==> src/logic/cog_pkg.sv <==
// Package: constants and types for the clock output group control block
// ----------------------------------------------------------------------------
// Behaviour
// - Six registers, each controls one output pair
// - Bit 31 powers down whole group
// - Bit 30 selects source, groups 3,4 only
// - Bits 28/29 route analog delay; none powers down
// - Both outputs share one analog delay value
// - Digital delay field, values 0-5 give 5
// - New delay applied on sync, unexcluded groups
// - Delay 13 or more means extended mode
// - Delay cycle is distribution clock period
// - Half-step bit subtracts half a cycle
// - Half-step change acts immediately
// - Divide field gives 50% duty, 0 reserved
// - Divide 26 or more means extended mode
// - Register 0 reset bit reloads defaults
// - Soft reset on latch-enable falling edge
// - Reset bit cleared by any other write
// - Register 1 bit 17 powers device down
// ----------------------------------------------------------------------------
package cog_pkg;
    localparam int COG_GROUPS = 6;
    localparam int COG_WORD_W = 32;
    localparam int COG_ADDR_W = 5;
    localparam int COG_DATA_W = 27;
    localparam logic [4:0] COG_REG_GROUP0 = 5'h00;
    localparam logic [4:0] COG_REG_GROUP1 = 5'h01;
    localparam logic [4:0] COG_REG_GROUP2 = 5'h02;
    localparam logic [4:0] COG_REG_GROUP3 = 5'h03;
    localparam logic [4:0] COG_REG_GROUP4 = 5'h04;
    localparam logic [4:0] COG_REG_GROUP5 = 5'h05;
    localparam int COG_PD_BIT = 31;
    localparam int COG_SRC_BIT = 30;
    localparam int COG_ODD_ADLY_BIT = 29;
    localparam int COG_EVEN_ADLY_BIT = 28;
    localparam int COG_DDLY_MSB = 27;
    localparam int COG_DDLY_LSB = 18;
    localparam int COG_RESET_BIT = 17;
    localparam int COG_DEVPD_BIT = 17;
    localparam int COG_HS_BIT = 16;
    localparam int COG_DIV_MSB = 15;
    localparam int COG_DIV_LSB = 5;
    localparam logic [9:0] COG_DDLY_MIN = 10'h005;
    localparam logic [9:0] COG_DDLY_EXT = 10'h00D;
    localparam logic [10:0] COG_DIV_EXT = 11'h01A;
    // Silicon defaults per group: pd, src, div
    localparam logic [5:0] COG_RST_PD = 6'h27;
    localparam logic [5:0] COG_RST_SRC = 6'h08;
    localparam logic [10:0] COG_RST_DIV = 11'h019;
    localparam logic [10:0] COG_RST_DIV_G3 = 11'h001;
    localparam logic [9:0] COG_RST_DDLY = 10'h000;
    localparam logic [5:0] COG_RST_NOSYNC = 6'h18;
endpackage : cog_pkg

==> src/logic/cog_divider.sv <==
// Module: one group's divider with half-cycle delay, half-step trim and 50% duty
`timescale 1ns/1ps
module cog_divider (
    input wire logic i_clk_sys,          // Distribution clock
    input wire logic i_rst,              // Sync reset
    input wire logic i_run,              // Group powered
    input wire logic i_sync,             // Realign pulse
    input wire logic [10:0] i_div,       // Divide value
    input wire logic [9:0] i_ddly,       // Applied delay cycles
    input wire logic i_half_step,        // Subtract half cycle
    output logic o_clk                   // Divided clock
);
    // ----------------------------------------------------------------------------
    // Counters
    // ----------------------------------------------------------------------------
    logic [10:0] phase_r;
    logic [9:0] wait_r;
    logic pos_r;
    logic neg_r;
    logic pos_lo_r;
    logic neg_lo_r;
    logic [10:0] div_eff;
    logic [10:0] high_cnt;
    assign div_eff = (i_div == 11'h000) ? 11'h001 : i_div;
    assign high_cnt = div_eff >> 1;

    always_ff @(posedge i_clk_sys) begin
        if (i_rst || !i_run) begin
            wait_r <= 10'h000;
            phase_r <= 11'h000;
        end else if (i_sync) begin
            wait_r <= (i_ddly < cog_pkg::COG_DDLY_MIN) ? cog_pkg::COG_DDLY_MIN : i_ddly;
            phase_r <= 11'h000;
        end else if (wait_r != 10'h000) begin
            wait_r <= wait_r - 10'h001;
        end else if (phase_r == div_eff - 11'h001) begin
            phase_r <= 11'h000;
        end else begin
            phase_r <= phase_r + 11'h001;
        end
    end

    // Odd ratios: long window ANDed with its falling-edge copy, or short window ORed
    // with its copy, both give half-cycle high time; sync blanks the stale window
    always_ff @(posedge i_clk_sys) begin
        if (i_rst || !i_run || i_sync || wait_r != 10'h000) begin
            pos_r <= 1'b0;
            pos_lo_r <= 1'b0;
        end else if (div_eff == 11'h001) begin
            pos_r <= 1'b1;
            pos_lo_r <= 1'b1;
        end else begin
            pos_r <= (phase_r < (div_eff - high_cnt));
            pos_lo_r <= (phase_r < high_cnt);
        end
    end

    always_ff @(negedge i_clk_sys) begin
        if (i_rst) begin
            neg_r <= 1'b0;
            neg_lo_r <= 1'b0;
        end else begin
            neg_r <= pos_r;
            neg_lo_r <= pos_lo_r;
        end
    end

    // Half step: advance by half a cycle via the rising-edge sample; takes effect at once
    always_comb begin
        if (div_eff == 11'h001) begin
            o_clk = pos_r & i_clk_sys;
        end else if (i_half_step) begin
            o_clk = div_eff[0] ? (pos_lo_r | neg_lo_r) : pos_r;
        end else begin
            o_clk = div_eff[0] ? (pos_r & neg_r) : neg_r;
        end
    end
endmodule // cog_divider

==> src/logic/cog_top.sv <==
// Module: serial-loaded control of six clock output groups
`timescale 1ns/1ps
module cog_top #(
    parameter int GROUPS = cog_pkg::COG_GROUPS
) (
    input wire logic i_clk_sys,                  // Distribution-path clock
    input wire logic i_rst,                      // Sync reset, high
    input wire logic i_ser_clk,                  // Serial clock pin
    input wire logic i_ser_data,                 // Serial data pin
    input wire logic i_latch_enable_pin,         // Latch enable pin
    input wire logic i_sync,                     // Sync event pulse
    input wire logic [GROUPS-1:0] i_group_sync_exclude, // Per-group sync exclude
    input wire logic i_reference_oscillator_input, // Oscillator buffer clock
    output logic [GROUPS-1:0] o_even_output,     // Even outputs
    output logic [GROUPS-1:0] o_odd_output,      // Odd outputs
    output logic [GROUPS-1:0] o_group_powerdown, // Group powered down
    output logic [GROUPS-1:0] o_group_source_select, // 1 = oscillator source
    output logic [GROUPS-1:0] o_even_analog_delay_select, // Even uses analog delay
    output logic [GROUPS-1:0] o_odd_analog_delay_select,  // Odd uses analog delay
    output logic [GROUPS-1:0] o_analog_delay_on, // Shared analog delay powered
    output logic [GROUPS-1:0] o_extended_mode,   // Extended power mode
    output logic o_device_powerdown              // Whole device down
);
    // ----------------------------------------------------------------------------
    // Pin synchronisers
    // ----------------------------------------------------------------------------
    logic [2:0] pin_meta_r;
    logic [2:0] pin_sync_r;
    logic sclk_d_r;
    logic le_d_r;
    logic [GROUPS-1:0] osc_meta_r;
    logic [GROUPS-1:0] osc_sync_r;

    always_ff @(posedge i_clk_sys) begin
        if (i_rst) begin
            pin_meta_r <= 3'h0;
            pin_sync_r <= 3'h0;
            sclk_d_r <= 1'b0;
            le_d_r <= 1'b0;
        end else begin
            pin_meta_r <= {i_latch_enable_pin, i_ser_data, i_ser_clk};
            pin_sync_r <= pin_meta_r;
            sclk_d_r <= pin_sync_r[0];
            le_d_r <= pin_sync_r[2];
        end
    end

    always_ff @(posedge i_clk_sys) begin
        if (i_rst) begin
            osc_meta_r <= '0;
            osc_sync_r <= '0;
        end else begin
            osc_meta_r <= {GROUPS{i_reference_oscillator_input}};
            osc_sync_r <= osc_meta_r;
        end
    end

    logic sclk_rise;
    logic le_fall;
    assign sclk_rise = pin_sync_r[0] & ~sclk_d_r;
    assign le_fall = ~pin_sync_r[2] & le_d_r;

    // ----------------------------------------------------------------------------
    // Serial shifter: data then 5-bit address, MSB first
    // ----------------------------------------------------------------------------
    logic [cog_pkg::COG_WORD_W-1:0] shift_r;
    logic [5:0] bits_r;

    always_ff @(posedge i_clk_sys) begin
        if (i_rst || le_fall) begin
            bits_r <= 6'h00;
        end else if (sclk_rise && !pin_sync_r[2] && bits_r != 6'h3F) begin
            bits_r <= bits_r + 6'h01;
        end
    end

    always_ff @(posedge i_clk_sys) begin
        if (i_rst) begin
            shift_r <= '0;
        end else if (sclk_rise && !pin_sync_r[2]) begin
            shift_r <= {shift_r[cog_pkg::COG_WORD_W-2:0], pin_sync_r[1]};
        end
    end

    // Word lands only on the latch-enable falling edge after a full shift
    logic word_done;
    logic [4:0] wr_addr;
    assign word_done = le_fall && (bits_r >= 6'h20);
    assign wr_addr = shift_r[cog_pkg::COG_ADDR_W-1:0];

    // ----------------------------------------------------------------------------
    // Group registers
    // ----------------------------------------------------------------------------
    logic [GROUPS-1:0] pd_r;
    logic [GROUPS-1:0] src_r;
    logic [GROUPS-1:0] even_adly_r;
    logic [GROUPS-1:0] odd_adly_r;
    logic [GROUPS-1:0] hs_r;
    logic [9:0] ddly_r [GROUPS];
    logic [10:0] div_r [GROUPS];
    logic reset_bit_r;
    logic dev_pd_r;
    logic soft_rst;

    assign soft_rst = word_done && (wr_addr == cog_pkg::COG_REG_GROUP0)
        && shift_r[cog_pkg::COG_RESET_BIT];

    function automatic logic [10:0] cog_default_div(input int g);
        cog_default_div = (g == 3) ? cog_pkg::COG_RST_DIV_G3 : cog_pkg::COG_RST_DIV;
    endfunction

    always_ff @(posedge i_clk_sys) begin
        for (int g = 0; g < GROUPS; g++) begin
            if (i_rst || soft_rst) begin
                pd_r[g] <= cog_pkg::COG_RST_PD[g];
                src_r[g] <= cog_pkg::COG_RST_SRC[g];
                even_adly_r[g] <= 1'b0;
                odd_adly_r[g] <= 1'b0;
                hs_r[g] <= 1'b0;
                ddly_r[g] <= cog_pkg::COG_RST_DDLY;
                div_r[g] <= cog_default_div(g);
            end else if (word_done && wr_addr == 5'(g)) begin
                pd_r[g] <= shift_r[cog_pkg::COG_PD_BIT];
                src_r[g] <= (g == 3 || g == 4) ? shift_r[cog_pkg::COG_SRC_BIT] : 1'b0;
                even_adly_r[g] <= shift_r[cog_pkg::COG_EVEN_ADLY_BIT];
                odd_adly_r[g] <= shift_r[cog_pkg::COG_ODD_ADLY_BIT];
                hs_r[g] <= shift_r[cog_pkg::COG_HS_BIT];
                ddly_r[g] <= shift_r[cog_pkg::COG_DDLY_MSB:cog_pkg::COG_DDLY_LSB];
                div_r[g] <= shift_r[cog_pkg::COG_DIV_MSB:cog_pkg::COG_DIV_LSB];
            end
        end
    end

    // Reset bit self-clears on the next write of any register
    always_ff @(posedge i_clk_sys) begin
        if (i_rst) begin
            reset_bit_r <= 1'b0;
        end else if (soft_rst) begin
            reset_bit_r <= 1'b1;
        end else if (word_done) begin
            reset_bit_r <= 1'b0;
        end
    end

    always_ff @(posedge i_clk_sys) begin
        if (i_rst || soft_rst) begin
            dev_pd_r <= 1'b0;
        end else if (word_done && wr_addr == cog_pkg::COG_REG_GROUP1) begin
            dev_pd_r <= shift_r[cog_pkg::COG_DEVPD_BIT];
        end
    end

    // Delay reaches the divider only at a sync event on unexcluded groups;
    // the divider samples the stored value on that very edge
    logic [GROUPS-1:0] sync_grp;
    always_comb begin
        for (int g = 0; g < GROUPS; g++) begin
            sync_grp[g] = i_sync & ~i_group_sync_exclude[g];
        end
    end

    // ----------------------------------------------------------------------------
    // Per-group datapath
    // ----------------------------------------------------------------------------
    logic [GROUPS-1:0] run;
    logic [GROUPS-1:0] div_clk;
    logic [GROUPS-1:0] grp_clk;

    function automatic logic cog_extended(input logic [9:0] dly, input logic [10:0] dv);
        cog_extended = (dly >= cog_pkg::COG_DDLY_EXT) || (dv >= cog_pkg::COG_DIV_EXT);
    endfunction

    // One divider cycle equals one distribution clock, which is i_clk_sys here
    genvar gi;
    generate
        for (gi = 0; gi < GROUPS; gi++) begin : g_grp
            assign run[gi] = ~pd_r[gi] & ~dev_pd_r;
            cog_divider u_div (
                .i_clk_sys(i_clk_sys),
                .i_rst(i_rst),
                .i_run(run[gi]),
                .i_sync(sync_grp[gi]),
                .i_div(div_r[gi]),
                .i_ddly(ddly_r[gi]),
                .i_half_step(hs_r[gi]),
                .o_clk(div_clk[gi])
            );
            assign grp_clk[gi] = src_r[gi] ? osc_sync_r[gi] : div_clk[gi];
        end
    endgenerate

    always_ff @(posedge i_clk_sys) begin
        if (i_rst) begin
            o_group_powerdown <= '1;
            o_group_source_select <= '0;
            o_even_analog_delay_select <= '0;
            o_odd_analog_delay_select <= '0;
            o_analog_delay_on <= '0;
            o_extended_mode <= '0;
            o_device_powerdown <= 1'b0;
        end else begin
            o_group_powerdown <= ~run;
            o_group_source_select <= src_r;
            o_even_analog_delay_select <= even_adly_r & run;
            o_odd_analog_delay_select <= odd_adly_r & run;
            // One shared delay line per group feeds both outputs
            o_analog_delay_on <= (even_adly_r | odd_adly_r) & run;
            for (int g = 0; g < GROUPS; g++) begin
                o_extended_mode[g] <= cog_extended(ddly_r[g], div_r[g]);
            end
            o_device_powerdown <= dev_pd_r;
        end
    end

    // Output buffers are gated off while the group is down
    assign o_even_output = grp_clk & run;
    assign o_odd_output = grp_clk & run;
endmodule // cog_top

==> config.mk <==
export PLATFORM = sky130hd
export DESIGN_NAME = cog_top
export DESIGN_NICKNAME = d
export VERILOG_FILES = /design/src/logic/cog_pkg.sv /design/src/logic/cog_divider.sv /design/src/logic/cog_top.sv
export SDC_FILE = /design/constraint.sdc
export NUM_CORES = 1
export LEC_CHECK = 0
export ABC_AREA = 1
export ABC_CLOCK_PERIOD_IN_PS = 4900
export BUFFER_PORTS_ARGS = -buffer_cell sky130_fd_sc_hd__buf_2
export CORE_MARGIN = 5
export CORE_UTILIZATION = 50
export DETAILED_ROUTE_END_ITERATION = 16
export PLACE_DENSITY = 0.66
export RECOVER_POWER = 25
export SKIP_LAST_GASP = 1
export SYNTH_ARGS = -nofsm -noshare
export SYNTH_HDL_FRONTEND = slang
export SYNTH_SLANG_ARGS = --single-unit
==> constraint.sdc <==
create_clock -name i_clk_sys -period 4.9 [get_ports i_clk_sys]
set_input_delay 0 -clock i_clk_sys [delete_from_list [all_inputs] [get_ports i_clk_sys]]
set_output_delay 0 -clock i_clk_sys [all_outputs]
set_load 0.01 [all_outputs]
# Word-level counts from Yosys, hierarchy flattened

Memory sizes are Yosys's and may differ from the RTL's.
Index checks and enable logic that the tools add are counted.

Add/sub/neg operators: 25
Magnitude comparators: 31
Eq/ne operators: 18
Muxes and demuxes: 100
Bitwise operators: 65
Reductions and logical operators: 68

Operators with widths:

| operator              | number |
|---|---|
| $mux 10               | 24 |
| $mux 11               | 18 |
| $add 11x1->11 const B | 6 |
| $eq 11x1->1 const B   | 6 |
| $eq 11x11->1          | 6 |
| $ge 11x5->1 const B   | 6 |
| $logic_not 11->1      | 6 |
| $lt 11x10->1          | 6 |
| $lt 11x11->1          | 6 |
| $sub 11x1->11 const B | 6 |
| $sub 11x10->11        | 6 |
| $ge 10x4->1 const B   | 6 |
| $lt 10x3->1 const B   | 6 |
| $reduce_bool 10->1    | 6 |
| $sub 10x1->10 const B | 6 |
| $mux 1                | 58 |
| $and 1x1->1           | 26 |
| $logic_or 1x1->1      | 26 |
| $and 6x6->6           | 4 |
| $or 1x1->1            | 18 |
| $not 1->1             | 15 |
| $reduce_bool 2->1     | 6 |
| $reduce_or 2->1       | 6 |
| $eq 5x2->1 const B    | 2 |
| 10 further kinds      | 26 |

Register bits: 258
Memory bits (writable): 126
Bits of input ports: 13
Output and inout bits: 49
Word-level logic and storage cells: 387
Memories kept: 2

Memories:

| memory | words | width | read ports | clocked after memory_dff | wr ports | RTL line       | RTL |
|---|---|---|---|---|---|---|---|
| div_r  | 6     | 11    | 6          | 0                        | 6        | cog_top.sv:100 | `logic [10:0] div_r [GROUPS];` |
| ddly_r | 6     | 10    | 6          | 0                        | 6        | cog_top.sv:99  | `logic [9:0] ddly_r [GROUPS];` |

# Depth between registers and ports, before layout

Depth after elaboration: 9
Depth in mapped cells: 23
Mapped depth without buffers: 22

# Hierarchy

A second synthesis with hierarchy kept.

Cell total of the unflattened synthesis: 3361
Area total of the unflattened synthesis: 25918.6 µm²

Modules (own cells, without submodules):

| module                           | times used | cells each | area each (µm²) | sequential area each (µm²) |
|---|---|---|---|---|
| cog_divider (g_grp[1].u_div ...) | 4          | 416        | 2854.0          | 500.5 |
| cog_top                          | 1          | 849        | 8782.2          | 5945.7 |
| cog_divider (g_grp[0].u_div ...) | 2          | 424        | 2860.2          | 500.5 |

==> reports/qor.csv <==
stage,metric,value,unit
status,status,finished with violations,
status,violations,"max-capacitance violations, max-slew violations",
synthesis,yosys-top-cells-area,"dfxtp_1, edfxtp_1, ha_1",
synthesis,synth_top_area_cell,dfxtp_1,
floorplanning,dieArea,56900,sq um
critical_path,crit_fanout,2,
cts,cts_resized,0,
global_route,grt_max_degree,62,
synthesis,synth_area,26100,sq um
global_route,grt_pass1_vias,21400,
global_route,grtUsageMet1,33.4,%
timing,setup_tns,0,ns
timing,hold_viol,0,
synthesis,ys_types,64,
synthesis,synth_area_per_cell,7.58,sq um
critical_path,endpoint_kind,primary output,
layout,seq_area,8950,sq um
critical_path,r2r_slack,0.77,ns
synthesis,synthFlopType,dfxtp_1,
layout,multi_input_area,14700,sq um
critical_path,path_class,flip-flop to primary output,
critical_path,r2r-start,div_r[2][3]$_SDFFCE_PN1P_,
global_route,grt_pass1_wl,111,mm
global_route,use_met2,37.9,%
synthesis,synthAdderAreaFrac,14.6,%
synthesis,synthMuxAreaShare,0,%
synthesis,netlist_instances,3443,
critical_path,slowest_stage,o21ai_0,
timing,slew_viol_final,36,
min_path,min-delay-path-class,input port to flip-flop,
layout,fill_cells,4885,
min_path,whs_endpoint,g_grp[3].u_div.wait_r[3]$_SDFFE_PP0P_,
placed_design,place_congestion,0.941,
synthesis,synth-simple-area-share,25.3,%
layout,area_growth,11.5,%
floorplanning,row_count,83,
synthesis,yosys.area_share.xor_xnor,5.31,%
global_route,gr-total-overflow,0,
layout,drive_gt1_share,6.20,%
floorplanning,start_util,50.7,%
critical_path,crit_chain,nor3_1 > nor2_1 > o21ai_0 > a21oi_1 > clkbuf_16 > clkbuf_16 > buf_2,
placed_design,dpl-instance-area,26900,sq um
cts,postCtsSetupBuffers,0,
synthesis,synthArstFlopShare,0,%
cts,cts_tree,yes,
synthesis,synth_edf_count,126,
synthesis,synth_seq_cells,384,
route,ant_nets,0,
timing,grt_setup_unrepaired,false,
critical_path,cp_num_buf_inv,3,
timing,fin_skew,0.0760,ns
cts,clk_latency,0.74,ns
synthesis,yosys_warnings,0,
route,vias,22700,
global_route,top_usage_layer,met2,
critical_path,timing.rr.end,g_grp[2].u_div.pos_r$_SDFF_PP0_,
placed_design,port_buffers,57,
floorplanning,fp.dieW,238,um
timing,setup_viol,0,
power_and_ir_drop,finalPower,8.58,mW
global_route,antenna_found_initial,0,
route,routedWlPerCell,16.3,um
power_and_ir_drop,total_leakage_power,13.6,nW
critical_path,ff2ff_path_depth,20,
synthesis,synth_top_area_share,19.8,%
route,wl,69.3,mm
min_path,min-delay-start,i_group_sync_exclude[3],
route,drc,0,
layout,fin_cells,4243,
power_and_ir_drop,power_density,295,nW/um^2
run,drv_cap,1,
synthesis,ys_seq_area_share,34.3,%
min_path,hold_depth,5,
layout,nets,3839,
layout,postLayoutCellArea,29100,sq um
synthesis,synth_compound_area_share,11.3,%
floorplanning,die_y,238,um
power_and_ir_drop,ir_drop,0.223,mV
timing,max-slew-margin-rel,-56.0,%
route,drt_iter0_drc,1747,
synthesis,synth_top_family_by_area,simple AND/OR/NAND/NOR gates,
floorplanning,ios,62,
critical_path,arrival,4.71,ns
floorplanning,core_area,51500,sq um
critical_path,required,4.90,ns
global_route,grtUsageTotal,24.2,%
critical_path,startpoint_type,flip-flop,
route,routed_via_density,5.35,
cts,path_clk_slew,0.06,ns
critical_path,path_common_cell,clkbuf_16,
timing,worstMarginPinSlew,2.34,ns
placed_design,placed_cells,4110,
global_route,use_met3,4.37,%
cts,cts_hold_buf,15,
critical_path,crit_family,compound AO/OA/AOI/OAI gates,
critical_path,critical_path.max_stage_delay,0.40,ns
placed_design,hpwl,51.8,mm
timing,timing.hold.ws,0.286,ns
layout,diodes,0,
route,firstDrtPassIters,5,
## cells in the mapped netlist, types with 12 or more instances
library cell,instances
nand2_1,579
xor2_1,123
buf_4,12
o22ai_1,29
clkbuf_1,45
nand2_2,17
o21ai_0,122
ha_1,294
o31ai_1,12
nand3_1,178
nand3b_1,23
o211ai_1,16
a211oi_1,18
a21oi_1,208
a31oi_1,20
nor2_2,18
edfxtp_1,126
nor3_1,46
inv_2,16
xnor2_1,29
dfxtp_1,258
nor4_1,27
inv_1,521
o2111ai_1,12
nor2_1,478
nand4_1,66
## cell families (layout without fill, tap and decap cells)
logic type,after synthesis,count (layout)
simple gates,1484,1484
buf+inv,615,732
compound gates,504,504
xor+xnor,155,155
other cells,1,4
fa+ha+maj,300,300
flops,384,384
## worst max-delay path by stage
stage	to	depth (start not counted)	slack (ns)	start
2_1_floorplan	g_grp[1].u_div.pos_r$_SDFF_PP0_	21	1.42	div_r[1][4]$_SDFFCE_PN1P_
3_3_place_gp	g_grp[2].u_div.pos_r$_SDFF_PP0_	20	0.99	div_r[2][3]$_SDFFCE_PN1P_
3_5_place_dp	g_grp[2].u_div.pos_r$_SDFF_PP0_	20	0.85	div_r[2][3]$_SDFFCE_PN1P_
4_1_cts	o_even_output[1]	7	0.16	g_grp[1].u_div.neg_lo_r$_SDFF_NP0_
5_1_grt	o_even_output[1]	7	0.04	g_grp[1].u_div.neg_lo_r$_SDFF_NP0_
6_report	o_even_output[1]	7	0.19	g_grp[1].u_div.neg_lo_r$_SDFF_NP0_
## layout make-up
class,instances,share of cell area [%]
tap,680,2.92
timing repair buffer,64,1.23
multi-input combinational,2447,50.6
clock buffer,89,6.30
clock inverter,45,1.36
inverter,534,6.89
sequential,384,30.7
## sequential cells by signal, indices dropped and copies added, names as in the netlist, 32 cells and up
| signal | count |
|---|---|
| ddly_r | 60 |
| g_grp.u_div.wait_r | 60 |
| shift_r | 32 |
| g_grp.u_div.phase_r | 66 |
| div_r | 66 |
## cells in the final DEF (no fill, tap or decap), types with 7 or more instances in the layout
cell type / n
o21ai_0: 123
o22ai_1: 29
o2111ai_1: 12
a311oi_1: 11
clkinv_2: 7
a211oi_1: 18
xor2_1: 123
a22oi_1: 10
inv_2: 16
nand4_1: 66
a31oi_1: 20
or2_2: 7
nand2_1: 579
buf_2: 23
ha_1: 294
inv_1: 536
nand3_1: 178
o21bai_1: 7
xnor2_1: 29
nor2_1: 478
clkbuf_1: 39
nand3_2: 10
dfxtp_1: 258
nand3b_1: 23
a221oi_1: 8
dlygate4sd3_1: 15
o211ai_1: 16
o31ai_1: 12
clkbuf_16: 68
edfxtp_1: 126
nor2_2: 18
nand2_2: 17
a21oi_1: 208
nor3_1: 50
nor4_1: 27
o21ai_1: 7
## per-stage QoR
step	setup slack, ns	util, %
final	0.186	56.5
after global routing	0.0396	56.5
after CTS	0.163	56.7
after detailed placement	0.846	52.2
after global placement	0.994	52.2
after floorplan	1.42	-
## where the power goes
part / switching (mW) / internal, mW
clock: 1.51 / 2.59
sequential: 0.100 / 3.40
combinational: 0.646 / 0.331
total: 2.25 / 6.32
## per-layer routing
metal	share of wire, %	routed length (um)
met5	0	0
met4	3.4	2360
met3	6.0	4180
met1	47	32300
met2	44	30500
## worst register-to-register path, cell delays in order (launching register included)
cell	delay, ns
edfxtp_1	0.47
inv_1	0.18
ha_1	0.17
nand2_1	0.05
nor2_1	0.10
nand3_2	0.37
nand2_1	0.34
ha_1	0.27
or2_2	0.28
o21ai_0	0.31
a21oi_1	0.11
o21bai_1	0.21
nand2_1	0.09
a31oi_1	0.18
xor2_1	0.10
ha_1	0.28
nand4_1	0.09
nor3_1	0.16
nand2_1	0.07
o2111ai_1	0.07
a21oi_1	0.09
Power figures use the tool's default switching activity.
